<file path="config.mk">
export PLATFORM = sky130hd
export DESIGN_NAME = cpg_top
export DESIGN_NICKNAME = d
export VERILOG_FILES = /design/src/inc/cpg_pkg.sv /design/src/verilog/cpg_channel.sv /design/src/verilog/cpg_top.sv
export SDC_FILE = /design/constraint.sdc
export NUM_CORES = 2
export LEC_CHECK = 0
export ABC_AREA = 1
export BUFFER_PORTS_ARGS = -buffer_cell sky130_fd_sc_hd__buf_2
export CAP_MARGIN = 5
export CORE_MARGIN = 3
export CORE_UTILIZATION = 54
export CTS_BUF_LIST = sky130_fd_sc_hd__clkbuf_8
export DETAILED_ROUTE_END_ITERATION = 8
export GPL_TIMING_DRIVEN = 0
export PLACE_DENSITY = 0.73
export SYNTH_ARGS = -nofsm -noshare
export SYNTH_HDL_FRONTEND = slang
export SYNTH_HIERARCHICAL = 1
export SYNTH_SLANG_ARGS = --single-unit
</file>
<file path="constraint.sdc">
create_clock -name CLOCK -period 5.3 [get_ports CLOCK]
set_input_delay 0.53 -clock CLOCK [delete_from_list [all_inputs] [get_ports CLOCK]]
set_output_delay 0.53 -clock CLOCK [all_outputs]
set_load 0.02 [all_outputs]
</file>
<file path="src/inc/cpg_pkg.sv">
// Package holding constants, types and the register map of the counter PWM/FM generator.
package cpg_pkg;

    // Channel count and counter width.
    localparam int NUM_CHAN          = 5;
    localparam int CNT_W             = 16;

    // Clock and timebase figures.
    localparam int CLOCK_HZ          = 10_000_000;
    localparam int SOURCE_OSC_HZ     = 1_000_000;
    localparam int SOURCE_OSC_DIV    = CLOCK_HZ / SOURCE_OSC_HZ;
    localparam int DECADE            = 10;

    // Timebase select codes.
    localparam logic [2:0] TB_ONE_MEGAHERTZ     = 3'h0;
    localparam logic [2:0] TB_HUNDRED_KILOHERTZ = 3'h1;
    localparam logic [2:0] TB_TEN_KILOHERTZ     = 3'h2;
    localparam logic [2:0] TB_ONE_KILOHERTZ     = 3'h3;
    localparam logic [2:0] TB_HUNDRED_HERTZ     = 3'h4;

    // Register byte offsets; each channel takes a block of four words.
    localparam logic [7:0] REG_GLOBAL        = 8'h00;
    localparam logic [7:0] REG_CHAN_BASE     = 8'h10;
    localparam logic [7:0] REG_CHAN_STRIDE   = 8'h10;
    localparam logic [3:0] REG_CTRL          = 4'h0;
    localparam logic [3:0] REG_PERIOD        = 4'h4;
    localparam logic [3:0] REG_DUTY          = 4'h8;
    localparam logic [3:0] REG_STATUS        = 4'hc;

    // Control field positions.
    localparam int CTRL_ENABLE       = 0;
    localparam int CTRL_MODE_FREQ    = 1;
    localparam int CTRL_ARM_USE      = 2;
    localparam int CTRL_ARM          = 3;
    localparam int CTRL_TOGGLE_HIGH  = 4;
    localparam int CTRL_TB_LSB       = 8;
    localparam int GLOBAL_OSC_5MHZ   = 0;

    // Reset values.
    localparam logic [31:0] CTRL_RESET   = 32'h0000_0000;
    localparam logic [15:0] PERIOD_RESET = 16'hffff;
    localparam logic [15:0] DUTY_RESET   = 16'h0000;

    // AXI response codes.
    localparam logic [1:0] RESP_OKAY   = 2'h0;
    localparam logic [1:0] RESP_SLVERR = 2'h2;

    // Channel setting carried from the register file to one generator.
    typedef struct packed {
        logic        enable;
        logic        arm;
        logic        toggle_high;
        logic [2:0]  timebase_select;
        logic [15:0] period;
        logic [15:0] duty;
        logic        load;
    } cpg_chan_cfg_t;

    // Channel state returned for reading.
    typedef struct packed {
        logic        running;
        logic        level;
        logic [15:0] count;
    } cpg_chan_sts_t;

endpackage

</file>
<file path="src/verilog/cpg_channel.sv">
// One 16-bit square-wave generator channel.
`timescale 1ns/10ps
module cpg_channel
    import cpg_pkg::*;
(
    input  wire logic          clk,
    input  wire logic          arst_n,
    input  wire logic [4:0]    tick,
    input  wire cpg_chan_cfg_t cfg,
    output cpg_chan_sts_t      sts,
    output logic               wave
);

    logic [15:0] count_r,  count_nxt;
    logic [15:0] period_r, period_nxt;
    logic [15:0] duty_r,   duty_nxt;
    logic        pend_r,   pend_nxt;
    logic        wave_r,   wave_nxt;
    logic        step;
    logic        run;

    // Selected timebase tick and run condition.
    assign step = (cfg.timebase_select < 3'h5) ? tick[cfg.timebase_select] : 1'b0;
    assign run  = cfg.enable & cfg.arm;

    // Count through the period; while running, swap in new values only at the boundary.
    always_comb begin
        count_nxt  = count_r;
        period_nxt = period_r;
        duty_nxt   = duty_r;
        pend_nxt   = pend_r | cfg.load;
        wave_nxt   = wave_r;
        if (!run) begin
            count_nxt  = 16'h0000;
            period_nxt = cfg.period;
            duty_nxt   = cfg.duty;
            pend_nxt   = 1'b0;
            wave_nxt   = cfg.toggle_high;
        end else if (step) begin
            if (count_r + 16'h0001 >= period_r) begin
                count_nxt = 16'h0000;
                if (pend_r | cfg.load) begin
                    period_nxt = cfg.period;
                    duty_nxt   = cfg.duty;
                    pend_nxt   = 1'b0;
                end
            end else begin
                count_nxt = count_r + 16'h0001;
            end
            // First duty counts at the toggle level, the rest opposite.
            wave_nxt = (count_nxt < duty_nxt) ? cfg.toggle_high : ~cfg.toggle_high;
        end
    end

    // Channel state registers.
    always_ff @(posedge clk or negedge arst_n) begin
        if (!arst_n) begin
            count_r  <= 16'h0000;
            period_r <= PERIOD_RESET;
            duty_r   <= DUTY_RESET;
            pend_r   <= 1'b0;
            wave_r   <= 1'b0;
        end else begin
            count_r  <= count_nxt;
            period_r <= period_nxt;
            duty_r   <= duty_nxt;
            pend_r   <= pend_nxt;
            wave_r   <= wave_nxt;
        end
    end

    assign wave        = wave_r;
    assign sts.running = run;
    assign sts.level   = wave_r;
    assign sts.count   = count_r;

endmodule // cpg_channel

</file>
<file path="src/verilog/cpg_top.sv">
// Five-channel counter PWM/FM generator with an AXI4-Lite register slave.
`timescale 1ns/10ps
// Function
// - Five independent 16-bit square-wave channels.
// - Pulse-width mode: fixed frequency, duty varies.
// - Five decade timebases, 1MHz to 100Hz.
// - Timebases from 1MHz oscillator; 5MHz unsupported.
// - Output frequency is timebase divided by period count.
// - Pulse-width channel starts with its initial duty.
// - Period starts at toggle level for duty.
// - Arm input below half disarms, else arms.
// - Channel starts armed or disarmed as configured.
// - Frequency mode: period follows run-time input.
// - Frequency mode starts at initial relative frequency.
// - Frequency mode duty fixed at configuration; the logic takes each new duty count, and the host rescales it with the period.
module cpg_top
    import cpg_pkg::*;
#(
    parameter int N = NUM_CHAN
) (
    input  wire logic        CLOCK,
    input  wire logic        ARST_N,
    input  wire logic [7:0]  S_AXI_AWADDR,
    input  wire logic        S_AXI_AWVALID,
    output logic             S_AXI_AWREADY,
    input  wire logic [31:0] S_AXI_WDATA,
    input  wire logic [3:0]  S_AXI_WSTRB,
    input  wire logic        S_AXI_WVALID,
    output logic             S_AXI_WREADY,
    output logic [1:0]       S_AXI_BRESP,
    output logic             S_AXI_BVALID,
    input  wire logic        S_AXI_BREADY,
    input  wire logic [7:0]  S_AXI_ARADDR,
    input  wire logic        S_AXI_ARVALID,
    output logic             S_AXI_ARREADY,
    output logic [31:0]      S_AXI_RDATA,
    output logic [1:0]       S_AXI_RRESP,
    output logic             S_AXI_RVALID,
    input  wire logic        S_AXI_RREADY,
    output logic [N-1:0]     WAVE_OUT
);

    // Decode a byte address into its channel index; index N means global.
    function automatic logic [3:0] chan_of(input logic [7:0] a);
        chan_of = (a < REG_CHAN_BASE) ? 4'(N) : 4'((a - REG_CHAN_BASE) >> 4);
    endfunction

    // Merge write data into a word under byte strobes.
    function automatic logic [31:0] merge(input logic [31:0] old, input logic [31:0] d,
                                          input logic [3:0] s);
        for (int b = 0; b < 4; b++) begin
            if (s[b]) begin
                old[8*b +: 8] = d[8*b +: 8];
            end
        end
        merge = old;
    endfunction

    // Timebase dividers: a 1 MHz tick from the clock, then four decade stages.
    logic [3:0]  osc_cnt_r, osc_cnt_nxt;
    logic [3:0]  dec_cnt_r [4], dec_cnt_nxt [4];
    logic [4:0]  tick;
    logic        osc_5mhz_r, osc_5mhz_nxt;

    always_comb begin
        osc_cnt_nxt = (osc_cnt_r == 4'(SOURCE_OSC_DIV - 1)) ? 4'h0 : osc_cnt_r + 4'h1;
        tick[0]     = (osc_cnt_r == 4'(SOURCE_OSC_DIV - 1));
        for (int i = 0; i < 4; i++) begin
            dec_cnt_nxt[i] = dec_cnt_r[i];
            if (tick[i]) begin
                dec_cnt_nxt[i] = (dec_cnt_r[i] == 4'(DECADE - 1)) ? 4'h0 : dec_cnt_r[i] + 4'h1;
            end
            tick[i+1] = tick[i] & (dec_cnt_r[i] == 4'(DECADE - 1));
        end
    end

    // Divider counter registers.
    always_ff @(posedge CLOCK or negedge ARST_N) begin
        if (!ARST_N) begin
            osc_cnt_r <= 4'h0;
            for (int i = 0; i < 4; i++) begin
                dec_cnt_r[i] <= 4'h0;
            end
        end else begin
            osc_cnt_r <= osc_cnt_nxt;
            for (int i = 0; i < 4; i++) begin
                dec_cnt_r[i] <= dec_cnt_nxt[i];
            end
        end
    end

    // Register file and AXI4-Lite slave state.
    logic [31:0] ctrl_r   [N], ctrl_nxt   [N];
    logic [15:0] period_r [N], period_nxt [N];
    logic [15:0] duty_r   [N], duty_nxt   [N];
    logic [N-1:0] load_nxt, load_r;
    logic        aw_hold_r, aw_hold_nxt;
    logic [7:0]  aw_addr_r, aw_addr_nxt;
    logic        w_hold_r,  w_hold_nxt;
    logic [31:0] w_data_r,  w_data_nxt;
    logic [3:0]  w_strb_r,  w_strb_nxt;
    logic        bvalid_r,  bvalid_nxt;
    logic [1:0]  bresp_r,   bresp_nxt;
    logic        rvalid_r,  rvalid_nxt;
    logic [1:0]  rresp_r,   rresp_nxt;
    logic [31:0] rdata_r,   rdata_nxt;
    logic        do_write;
    logic [3:0]  wch, rch;
    logic [3:0]  wreg, rreg;
    // Merged write word; a named word because a function result takes no select.
    logic [31:0] w_word;
    cpg_chan_cfg_t cfg [N];
    cpg_chan_sts_t sts [N];

    // Address and data are each taken once and held until the response is sent.
    assign S_AXI_AWREADY = ~aw_hold_r & ~bvalid_r;
    assign S_AXI_WREADY  = ~w_hold_r & ~bvalid_r;
    assign S_AXI_ARREADY = ~rvalid_r;
    assign do_write      = aw_hold_r & w_hold_r & ~bvalid_r;
    assign wch           = chan_of(aw_addr_r);
    assign wreg          = aw_addr_r[3:0];
    assign rch           = chan_of(S_AXI_ARADDR);
    assign rreg          = S_AXI_ARADDR[3:0];

    // Write path, register updates and read path.
    always_comb begin
        aw_hold_nxt  = aw_hold_r;
        aw_addr_nxt  = aw_addr_r;
        w_hold_nxt   = w_hold_r;
        w_data_nxt   = w_data_r;
        w_strb_nxt   = w_strb_r;
        bvalid_nxt   = bvalid_r;
        bresp_nxt    = bresp_r;
        rvalid_nxt   = rvalid_r;
        rresp_nxt    = rresp_r;
        rdata_nxt    = rdata_r;
        osc_5mhz_nxt = osc_5mhz_r;
        load_nxt     = '0;
        w_word       = 32'h0000_0000;
        for (int c = 0; c < N; c++) begin
            ctrl_nxt[c]   = ctrl_r[c];
            period_nxt[c] = period_r[c];
            duty_nxt[c]   = duty_r[c];
        end
        if (S_AXI_AWVALID && S_AXI_AWREADY) begin
            aw_hold_nxt = 1'b1;
            aw_addr_nxt = S_AXI_AWADDR;
        end
        if (S_AXI_WVALID && S_AXI_WREADY) begin
            w_hold_nxt = 1'b1;
            w_data_nxt = S_AXI_WDATA;
            w_strb_nxt = S_AXI_WSTRB;
        end
        if (do_write) begin
            aw_hold_nxt = 1'b0;
            w_hold_nxt  = 1'b0;
            bvalid_nxt  = 1'b1;
            bresp_nxt   = RESP_OKAY;
            if (aw_addr_r == REG_GLOBAL) begin
                w_word = merge({31'h0, osc_5mhz_r}, w_data_r, w_strb_r);
                osc_5mhz_nxt = w_word[GLOBAL_OSC_5MHZ];
            end else if (wch < 4'(N) && wreg == REG_CTRL && aw_addr_r[1:0] == 2'h0) begin
                ctrl_nxt[wch[2:0]] = merge(ctrl_r[wch[2:0]], w_data_r, w_strb_r);
            end else if (wch < 4'(N) && wreg == REG_PERIOD) begin
                w_word = merge({16'h0, period_r[wch[2:0]]}, w_data_r, w_strb_r);
                period_nxt[wch[2:0]] = w_word[15:0];
                load_nxt[wch[2:0]]   = 1'b1;
            end else if (wch < 4'(N) && wreg == REG_DUTY) begin
                w_word = merge({16'h0, duty_r[wch[2:0]]}, w_data_r, w_strb_r);
                duty_nxt[wch[2:0]] = w_word[15:0];
                load_nxt[wch[2:0]] = 1'b1;
            end else begin
                bresp_nxt = RESP_SLVERR;
            end
        end
        if (bvalid_r && S_AXI_BREADY) begin
            bvalid_nxt = 1'b0;
        end
        if (S_AXI_ARVALID && S_AXI_ARREADY) begin
            rvalid_nxt = 1'b1;
            rresp_nxt  = RESP_OKAY;
            rdata_nxt  = 32'h0000_0000;
            if (S_AXI_ARADDR == REG_GLOBAL) begin
                rdata_nxt = {31'h0, osc_5mhz_r};
            end else if (rch < 4'(N) && rreg == REG_CTRL) begin
                rdata_nxt = ctrl_r[rch[2:0]];
            end else if (rch < 4'(N) && rreg == REG_PERIOD) begin
                rdata_nxt = {16'h0, period_r[rch[2:0]]};
            end else if (rch < 4'(N) && rreg == REG_DUTY) begin
                rdata_nxt = {16'h0, duty_r[rch[2:0]]};
            end else if (rch < 4'(N) && rreg == REG_STATUS) begin
                rdata_nxt = {14'h0, sts[rch[2:0]].running, sts[rch[2:0]].level,
                             sts[rch[2:0]].count};
            end else begin
                rresp_nxt = RESP_SLVERR;
            end
        end else if (rvalid_r && S_AXI_RREADY) begin
            rvalid_nxt = 1'b0;
        end
    end

    // Register file and bus response registers.
    always_ff @(posedge CLOCK or negedge ARST_N) begin
        if (!ARST_N) begin
            aw_hold_r  <= 1'b0;
            aw_addr_r  <= 8'h00;
            w_hold_r   <= 1'b0;
            w_data_r   <= 32'h0000_0000;
            w_strb_r   <= 4'h0;
            bvalid_r   <= 1'b0;
            bresp_r    <= RESP_OKAY;
            rvalid_r   <= 1'b0;
            rresp_r    <= RESP_OKAY;
            rdata_r    <= 32'h0000_0000;
            osc_5mhz_r <= 1'b0;
            load_r     <= '0;
            for (int c = 0; c < N; c++) begin
                ctrl_r[c]   <= CTRL_RESET;
                period_r[c] <= PERIOD_RESET;
                duty_r[c]   <= DUTY_RESET;
            end
        end else begin
            aw_hold_r  <= aw_hold_nxt;
            aw_addr_r  <= aw_addr_nxt;
            w_hold_r   <= w_hold_nxt;
            w_data_r   <= w_data_nxt;
            w_strb_r   <= w_strb_nxt;
            bvalid_r   <= bvalid_nxt;
            bresp_r    <= bresp_nxt;
            rvalid_r   <= rvalid_nxt;
            rresp_r    <= rresp_nxt;
            rdata_r    <= rdata_nxt;
            osc_5mhz_r <= osc_5mhz_nxt;
            load_r     <= load_nxt;
            for (int c = 0; c < N; c++) begin
                ctrl_r[c]   <= ctrl_nxt[c];
                period_r[c] <= period_nxt[c];
                duty_r[c]   <= duty_nxt[c];
            end
        end
    end

    // Bus responses come straight from their registers.
    assign S_AXI_BVALID = bvalid_r;
    assign S_AXI_BRESP  = bresp_r;
    assign S_AXI_RVALID = rvalid_r;
    assign S_AXI_RRESP  = rresp_r;
    assign S_AXI_RDATA  = rdata_r;

    // Channel generators; a 5 MHz source setting keeps every channel stopped.
    for (genvar c = 0; c < N; c++) begin : g_chan
        assign cfg[c].enable          = ctrl_r[c][CTRL_ENABLE] & ~osc_5mhz_r;
        assign cfg[c].arm             = ~ctrl_r[c][CTRL_ARM_USE] | ctrl_r[c][CTRL_ARM];
        assign cfg[c].toggle_high     = ctrl_r[c][CTRL_TOGGLE_HIGH];
        assign cfg[c].timebase_select = ctrl_r[c][CTRL_TB_LSB +: 3];
        assign cfg[c].period          = period_r[c];
        // In frequency mode the host rescales the duty count with each new period,
        // so the duty fraction stays fixed while the frequency moves.
        assign cfg[c].duty            = duty_r[c];
        assign cfg[c].load            = load_r[c];
        cpg_channel u_chan (
            .clk    (CLOCK),
            .arst_n (ARST_N),
            .tick   (tick),
            .cfg    (cfg[c]),
            .sts    (sts[c]),
            .wave   (WAVE_OUT[c])
        );
    end

endmodule // cpg_top
</file>
# ---- Yosys cells after proc, flatten, opt, wreduce, memory -nomap -nowiden
# Cells that the tools add are included.
dict set report classes {
  bitwise_logic 48
  n_lt_le_gt_ge 29
  n_addsub 12
  n_reduce_logical 33
  n_div 0
  n_mul 0
  n_eq_ne 25
  n_shift 0
  mux 222
}
# operator count
set op_table {}
lappend op_table {{16-bit 2-to-1 mux} 84}
lappend op_table {{8-bit 2-to-1 mux} 38}
lappend op_table {{32-bit 2-to-1 mux} 7}
lappend op_table {{16-bit binary-select mux with 3-bit select} 4}
lappend op_table {{32-bit binary-select mux with 3-bit select} 2}
lappend op_table {{160-bit bitwise mux} 1}
lappend op_table {{80-bit bitwise mux} 2}
lappend op_table {{32-bit demux with 3-bit select} 1}
lappend op_table {{18-bit 2-to-1 mux} 5}
lappend op_table {{16-bit by 1-bit adder with 16-bit output, second input constant} 5}
lappend op_table {{16-bit >= comparator} 5}
lappend op_table {{16-bit < comparator} 5}
lappend op_table {{18-bit binary-select mux with 3-bit select} 1}
lappend op_table {{1-bit 2-to-1 mux} 49}
lappend op_table {{16-bit demux with 3-bit select} 1}
lappend op_table {{4-bit == test, second input constant} 8}
lappend op_table {{4-bit 2-to-1 mux} 7}
lappend op_table {{5-bit 2-to-1 mux} 5}
lappend op_table {{3-bit by 4-bit < comparator with 1-bit output, second input constant} 6}
lappend op_table {{3-bit AND reduction} 7}
lappend op_table {{4-bit by 1-bit adder with 4-bit output, second input constant} 5}
lappend op_table {{2-bit inequality test, second input constant} 10}
lappend op_table {{1-bit bitwise AND} 18}
lappend op_table {{2-bit 2-to-1 mux} 9}
lappend op_table {{other kinds (21)} 84}
dict set report word_totals {
  ramBits 0
  ff_bits 680
  latch_bits 0
  n_memories 0
  inputBits 59
  mem_bits_ro 0
  output_inout_bits 46
  elab_cells 426
}

# ---- Depth between registers and ports, before layout
dict set report logic_depth {
  depth_word 14
  depth_mapped 36
}

# ---- By module
# Netlist, hierarchy kept.
# module area_per_inst_um2 seq_area_each_um2 n_inst cells_each
set modules_own_cells {}
lappend modules_own_cells {cpg_top 22934.5 10810.4 1 3056}
lappend modules_own_cells {cpg_channel 3353.2 1271.2 5 440}

# ---- Worst setup path before layout
# No wires, ideal clock.
dict set report synth_timing {
  kind {register to register}
  startpoint {register g_chan[0].u_chan.count_r[0]}
  endpoint {register g_chan[0].u_chan.wave_r}
  setup_time_ns 0.118
  t_required_ns 5.182
  t_arrival_ns 4.290
  setup_slack_ns 0.892
  path_stages_with_launch 33
  path_buffers 1
  period_less_slack_ns 4.408
  cell_sequence {dfrtp_1 > ha_1 > nand2_1 > nor2_1 > nand3_1 > nor3_2 > nand3_1 > inv_1 > nand3_1 > nor3_2 > xor2_1 > inv_1 > ha_1 > nand2_1 > nor4_1 > nand2_1 > nand2_2 > inv_2 > nor2_2 > inv_2 > clkbuf_1 > o21ai_0 > inv_1 > ha_1 > a21oi_1 > nor2_1 > a211oi_1 > o221a_2 > nand2_1 > nand2_1 > nand2_1 > nand3_1 > nand2_1}
}
dict set report synth_between {
  elab_chain_len 9
  word_cells_on_any_way 12
  classes_between {1 x add/sub; 2 x order compare; 9 x mux}
}
# element line_no
set synth_lines {}
lappend synth_lines {{start: declaration} cpg_channel.sv:14} ;# logic [15:0] count_r, count_nxt;
lappend synth_lines {{start signal: assignment} cpg_channel.sv:64} ;# count_r <= count_nxt;
lappend synth_lines {{16-bit by 1-bit adder with 16-bit output (*)} {cpg_channel.sv:40, cpg_channel.sv:48}}
lappend synth_lines {{16-bit >= comparator} cpg_channel.sv:40} ;# if (count_r + 16'h0001 >= period_r) begin
lappend synth_lines {{16-bit 2-to-1 mux} cpg_channel.sv:40}
lappend synth_lines {{16-bit 2-to-1 mux} cpg_channel.sv:39} ;# end else if (step) begin
lappend synth_lines {{16-bit 2-to-1 mux} cpg_channel.sv:33} ;# if (!run) begin
lappend synth_lines {{16-bit < comparator (*)} cpg_channel.sv:51} ;# wave_nxt = (count_nxt < duty_nxt) ? cfg.toggle_high : ~cfg.toggle_high;
lappend synth_lines {{1-bit 2-to-1 mux (*)} cpg_channel.sv:51}
lappend synth_lines {{1-bit 2-to-1 mux (*)} cpg_channel.sv:39}
lappend synth_lines {{1-bit 2-to-1 mux (*)} cpg_channel.sv:33}
lappend synth_lines {{end signal: assignment} cpg_channel.sv:68} ;# wave_r <= wave_nxt;
lappend synth_lines {{end: declaration} cpg_channel.sv:18} ;# logic wave_r, wave_nxt;
# Mark *: on every way between the ends. The rest lies on a longest branch, timed or not. The select of a mux whose other input is x is not followed.
# A chain may end at the register's enable or synchronous reset.

# ---- Worst setup path after layout
dict set report layout_timing {
  startpoint {register osc_cnt_r[2]}
  endpoint {register g_chan[4].u_chan.count_r[5]}
}
dict set report layout_between {
  elab_chain_len 9
}
# element line_no
set layout_lines {}
lappend layout_lines {{start: declaration} cpg_top.sv:60} ;# logic [3:0] osc_cnt_r, osc_cnt_nxt;
lappend layout_lines {{start signal: assignment} cpg_top.sv:85} ;# osc_cnt_r <= osc_cnt_nxt;
lappend layout_lines {{4-bit == test} cpg_top.sv:67} ;# tick[0] = (osc_cnt_r == 4'(SOURCE_OSC_DIV - 1));
lappend layout_lines {{1-bit bitwise AND} cpg_top.sv:73} ;# tick[i+1] = tick[i] & (dec_cnt_r[i] == 4'(DECADE - 1));
lappend layout_lines {{via tick[1]} cpg_top.sv:62} ;# logic [4:0] tick;
lappend layout_lines {{1-bit bitwise AND (2 in series)} cpg_top.sv:73}
lappend layout_lines {{via tick[3]} cpg_top.sv:62}
lappend layout_lines {{1-bit bitwise AND} cpg_top.sv:73}
lappend layout_lines {{via tick[4]} cpg_top.sv:62}
lappend layout_lines {{1-bit binary-select mux with 3-bit select} cpg_channel.sv:23} ;# assign step = (cfg.timebase_select < 3'h5) ? tick[cfg.timebase_select] : 1'b0;
lappend layout_lines {{1-bit 2-to-1 mux (implied by the code)} cpg_channel.sv:23}
lappend layout_lines {{1-bit 2-to-1 mux} cpg_channel.sv:23}
lappend layout_lines {{2-bit by 1-bit inequality test with 1-bit output (no source line)} n/a}
lappend layout_lines {{end signal: assignment} cpg_channel.sv:64}
lappend layout_lines {{end: declaration} cpg_channel.sv:14}
# The timed path passes the listed nets, and every way through them passes these cells. The select of a mux whose other input is x is not followed.

==> results.yml <==
min_path:
  worstHoldPathType: "primary input to register"
  hp-start: "S_AXI_AWVALID"
routing:
  wirelength_um: 172000
  firstDrtPassIters: 6
  avgRoutedWirePerCell_um: 26.1
  vias: 40100
  drtAntennaViolNets: 0
  via_per_inst: 6.05
  drc: 0
  drt-initial-drc-count: 5112
timing:
  fin_setup_tns_ns: 0
  finalCriticalPeriod_ns: 5.16
  hold_slack_ns: 0.153
  finalWorstSetupSlack_ns: 0.142
  rsz0062_at_grt: "yes"
  worst_pin_slew_ns: 1.39
  finalMaxSlewViolations: 0
  hold_viol_final: 0
  final.setup_skew_ns: 0.0828
  finalSetupViolations: 0
  maxSlewHeadroom: 0.0633
  fmax_ghz: 0.194
  period_share: 0.973
clock_network:
  cts-root-buf: "clkbuf_8"
  clk_pin_slew_ns: 0.07
  htree_levels: 3
  cts.path.max_buffers: 3
  clock_latency_ns: 0.83
  cts_tree: "done"
  cts_buffers: 116
  clock_sinks: 678
global_routing:
  overflow: 0
  grt_pass1_wl_um: 248000
  grt_max_degree: 110
  antenna_found_initial: 7
  grt_usage: 0.439
  grt_pass1_vias: 38000
cells_and_area:
  design_area_sq_mm: 0.0450
  final_core_util: 0.624
  finalNetCount: 5789
  area_delta_synth_final_pct: 13.3
  fill_cells: 6614
  drive_gt1_frac: 0.150
  layout.cells.non_filler: 6617
place:
  dpl.hpwl_um: 131000
  placement.setup.worst_slack_ns: -0.260
  dp_cells: 6314
  portBuffers: 101
  globalplace.congestion: 1.09
  placed_area_sq_mm: 0.0416
synthesis:
  synthArstFlopShare: 1.00
  ys_types: 54
  synth_edf_count: 0
  synthXorXnorAreaFrac: 0.0168
  ys_top_cells_by_count: "nand2_1 (1449), inv_1 (614), o21ai_0 (544)"
  synth-seq-area-share: 0.432
  yosysWarnings: 6
  synthSimpleGateAreaFrac: 0.236
  yosysTopAreaCellShare: 0.327
  synthFlopType: "dfrtp_1"
  syn-instance-count: 5256
  synth-compound-area-share: 0.162
  synthAdderAreaFrac: 0.0511
  synth_top_area_cell: "dfrtp_1"
  synthTopCellsByArea: "dfrtp_1 (33%), nand2_1 (14%), dfstp_2 (11%)"
  synth-seq-cells: 678
  syn_area_per_cell_sq_um: 7.55
  syn_area_sq_mm: 0.0397
  synth_top_family_by_area: "simple AND/OR/NAND/NOR gates"
  muxShareOfSynthArea: 0.00908
  synth.most_common_cell: "nand2_1"
flow_run:
  drv_cap: 0
worst_setup_path:
  critPathKind: "register to register"
  startpoint_type: "register"
  worstSetupEndpointType: "register"
  setup.worst_path.start: "osc_cnt_r[2]"
  arrival_ns: 5.82
  reg2reg_from: "osc_cnt_r[2]"
  path_max_fanout: 10
  required_ns: 5.96
pwr:
  power.density_mw_per_mm2: 407
  fin_total_pwr_mw: 18.3
  leakagePower_nw: 21.2
  ir_drop_mv: 0.310
die:
  rows: 98
  core_sq_mm: 0.0721
  dieArea_sq_mm: 0.0768
  die_w_um: 277
  die-height_um: 277
  initial_core_util: 0.551
  io_pins: 105
outcome:
  status: "completed"
==> layer usage <==
layer | part of all wire | global-route usage
met1 | 0.38 | 0.561
met2 | 0.43 | 0.653
met3 | 0.11 | 0.117
met4 | 0.084 | 0.296
met5 | 0.00016 | 0
==> layout make-up <==
type                       instances  area [sq um]  share of cell area
inverter                         652          2470              0.0549
multi-input combinational       3681         19000               0.423
tap                              950          1190              0.0264
timing repair buffer             193          1440              0.0321
antenna                            5          12.5            0.000278
clock buffer                     142          1950              0.0435
buffer                           246          1260              0.0280
sequential                       678         17200               0.382
clock inverter                    70           444             0.00988
==> report_power, final <==
part | total (mW) | switching, mW | internal, mW
logic | 7.05 | 5.26 | 1.80
registers | 6.28 | 0.497 | 5.79
clock network | 4.95 | 2.36 | 2.59
total | 18.3 | 8.12 | 10.2
==> flip-flops by register name (all words and copies together), names as in the netlist, 5 cells and up <==
signal and flops:
S_AXI_RDATA 32, g_chan.u_chan/period_r 80, g_chan.u_chan/duty_r 80, load_r 5, g_chan.u_chan/pend_r 5, aw_addr_r 8, ctrl_r 140, g_chan.u_chan/count_r 80
g_chan.u_chan/wave 5, w_data_r 32, cfg 180, dec_cnt_r 16
==> worst paths after layout <==
path	end	slack (ns)	depth (start not counted)
max	g_chan[4].u_chan/count_r[5]	0.14	15
min	aw_addr_r[7]	0.15	4
max reg2reg	g_chan[4].u_chan/count_r[5]	0.14	15
min reg2reg	S_AXI_RDATA[28]	0.47	2
max in group asynchronous	ctrl_r[86]	2.57	6
min in group asynchronous	g_chan[0].u_chan/count_r[7]	0.33	2
==> layout by cell type, fill, tap and decap left out, drive strengths merged, types with 68 or more instances in the layout <==
cell type / Yosys / layout
nor2: 359 / 359
xor2: 68 / 68
inv: 645 / 692
ha: 162 / 162
nand3: 235 / 235
clkbuf: 92 / 235
o21ai: 666 / 666
buf: 154 / 299
dfrtp: 518 / 518
nand2: 1473 / 1473
dfstp: 160 / 160
a21oi: 385 / 385
==> worst max-delay path, stage by stage (launching register included) <==
cell and delay (ns):
dfrtp_1 0.41, nor2_1 0.15, nand3_1 0.25, nor2_4 0.33
nand3_1 0.26, nor2_2 0.24, nand2_1 0.15, inv_1 0.22
nand3b_1 0.14, nor3_2 0.39, nand4_1 0.51, nand3_1 0.61
inv_1 0.28, nor2_2 0.40, clkinv_1 0.40, o22ai_1 0.24
==> cell families after synthesis <==
group | after synthesis
flops | 678
fa+ha+maj | 162
xor+xnor | 71
other cells | 1
simple gates | 2201
compound gates | 1213
buf+inv | 898
mux | 32
==> what timing repair did <==
action                                 in CTS  in global routing
resized for setup                          20                 65
setup endpoints to repair                   5                 25
endpoints found under the hold margin      52                  0
pin swaps                                   0                 27
setup buffers                               1                 38
hold buffers                               47                  0
(Power assumes the default switching activity.)
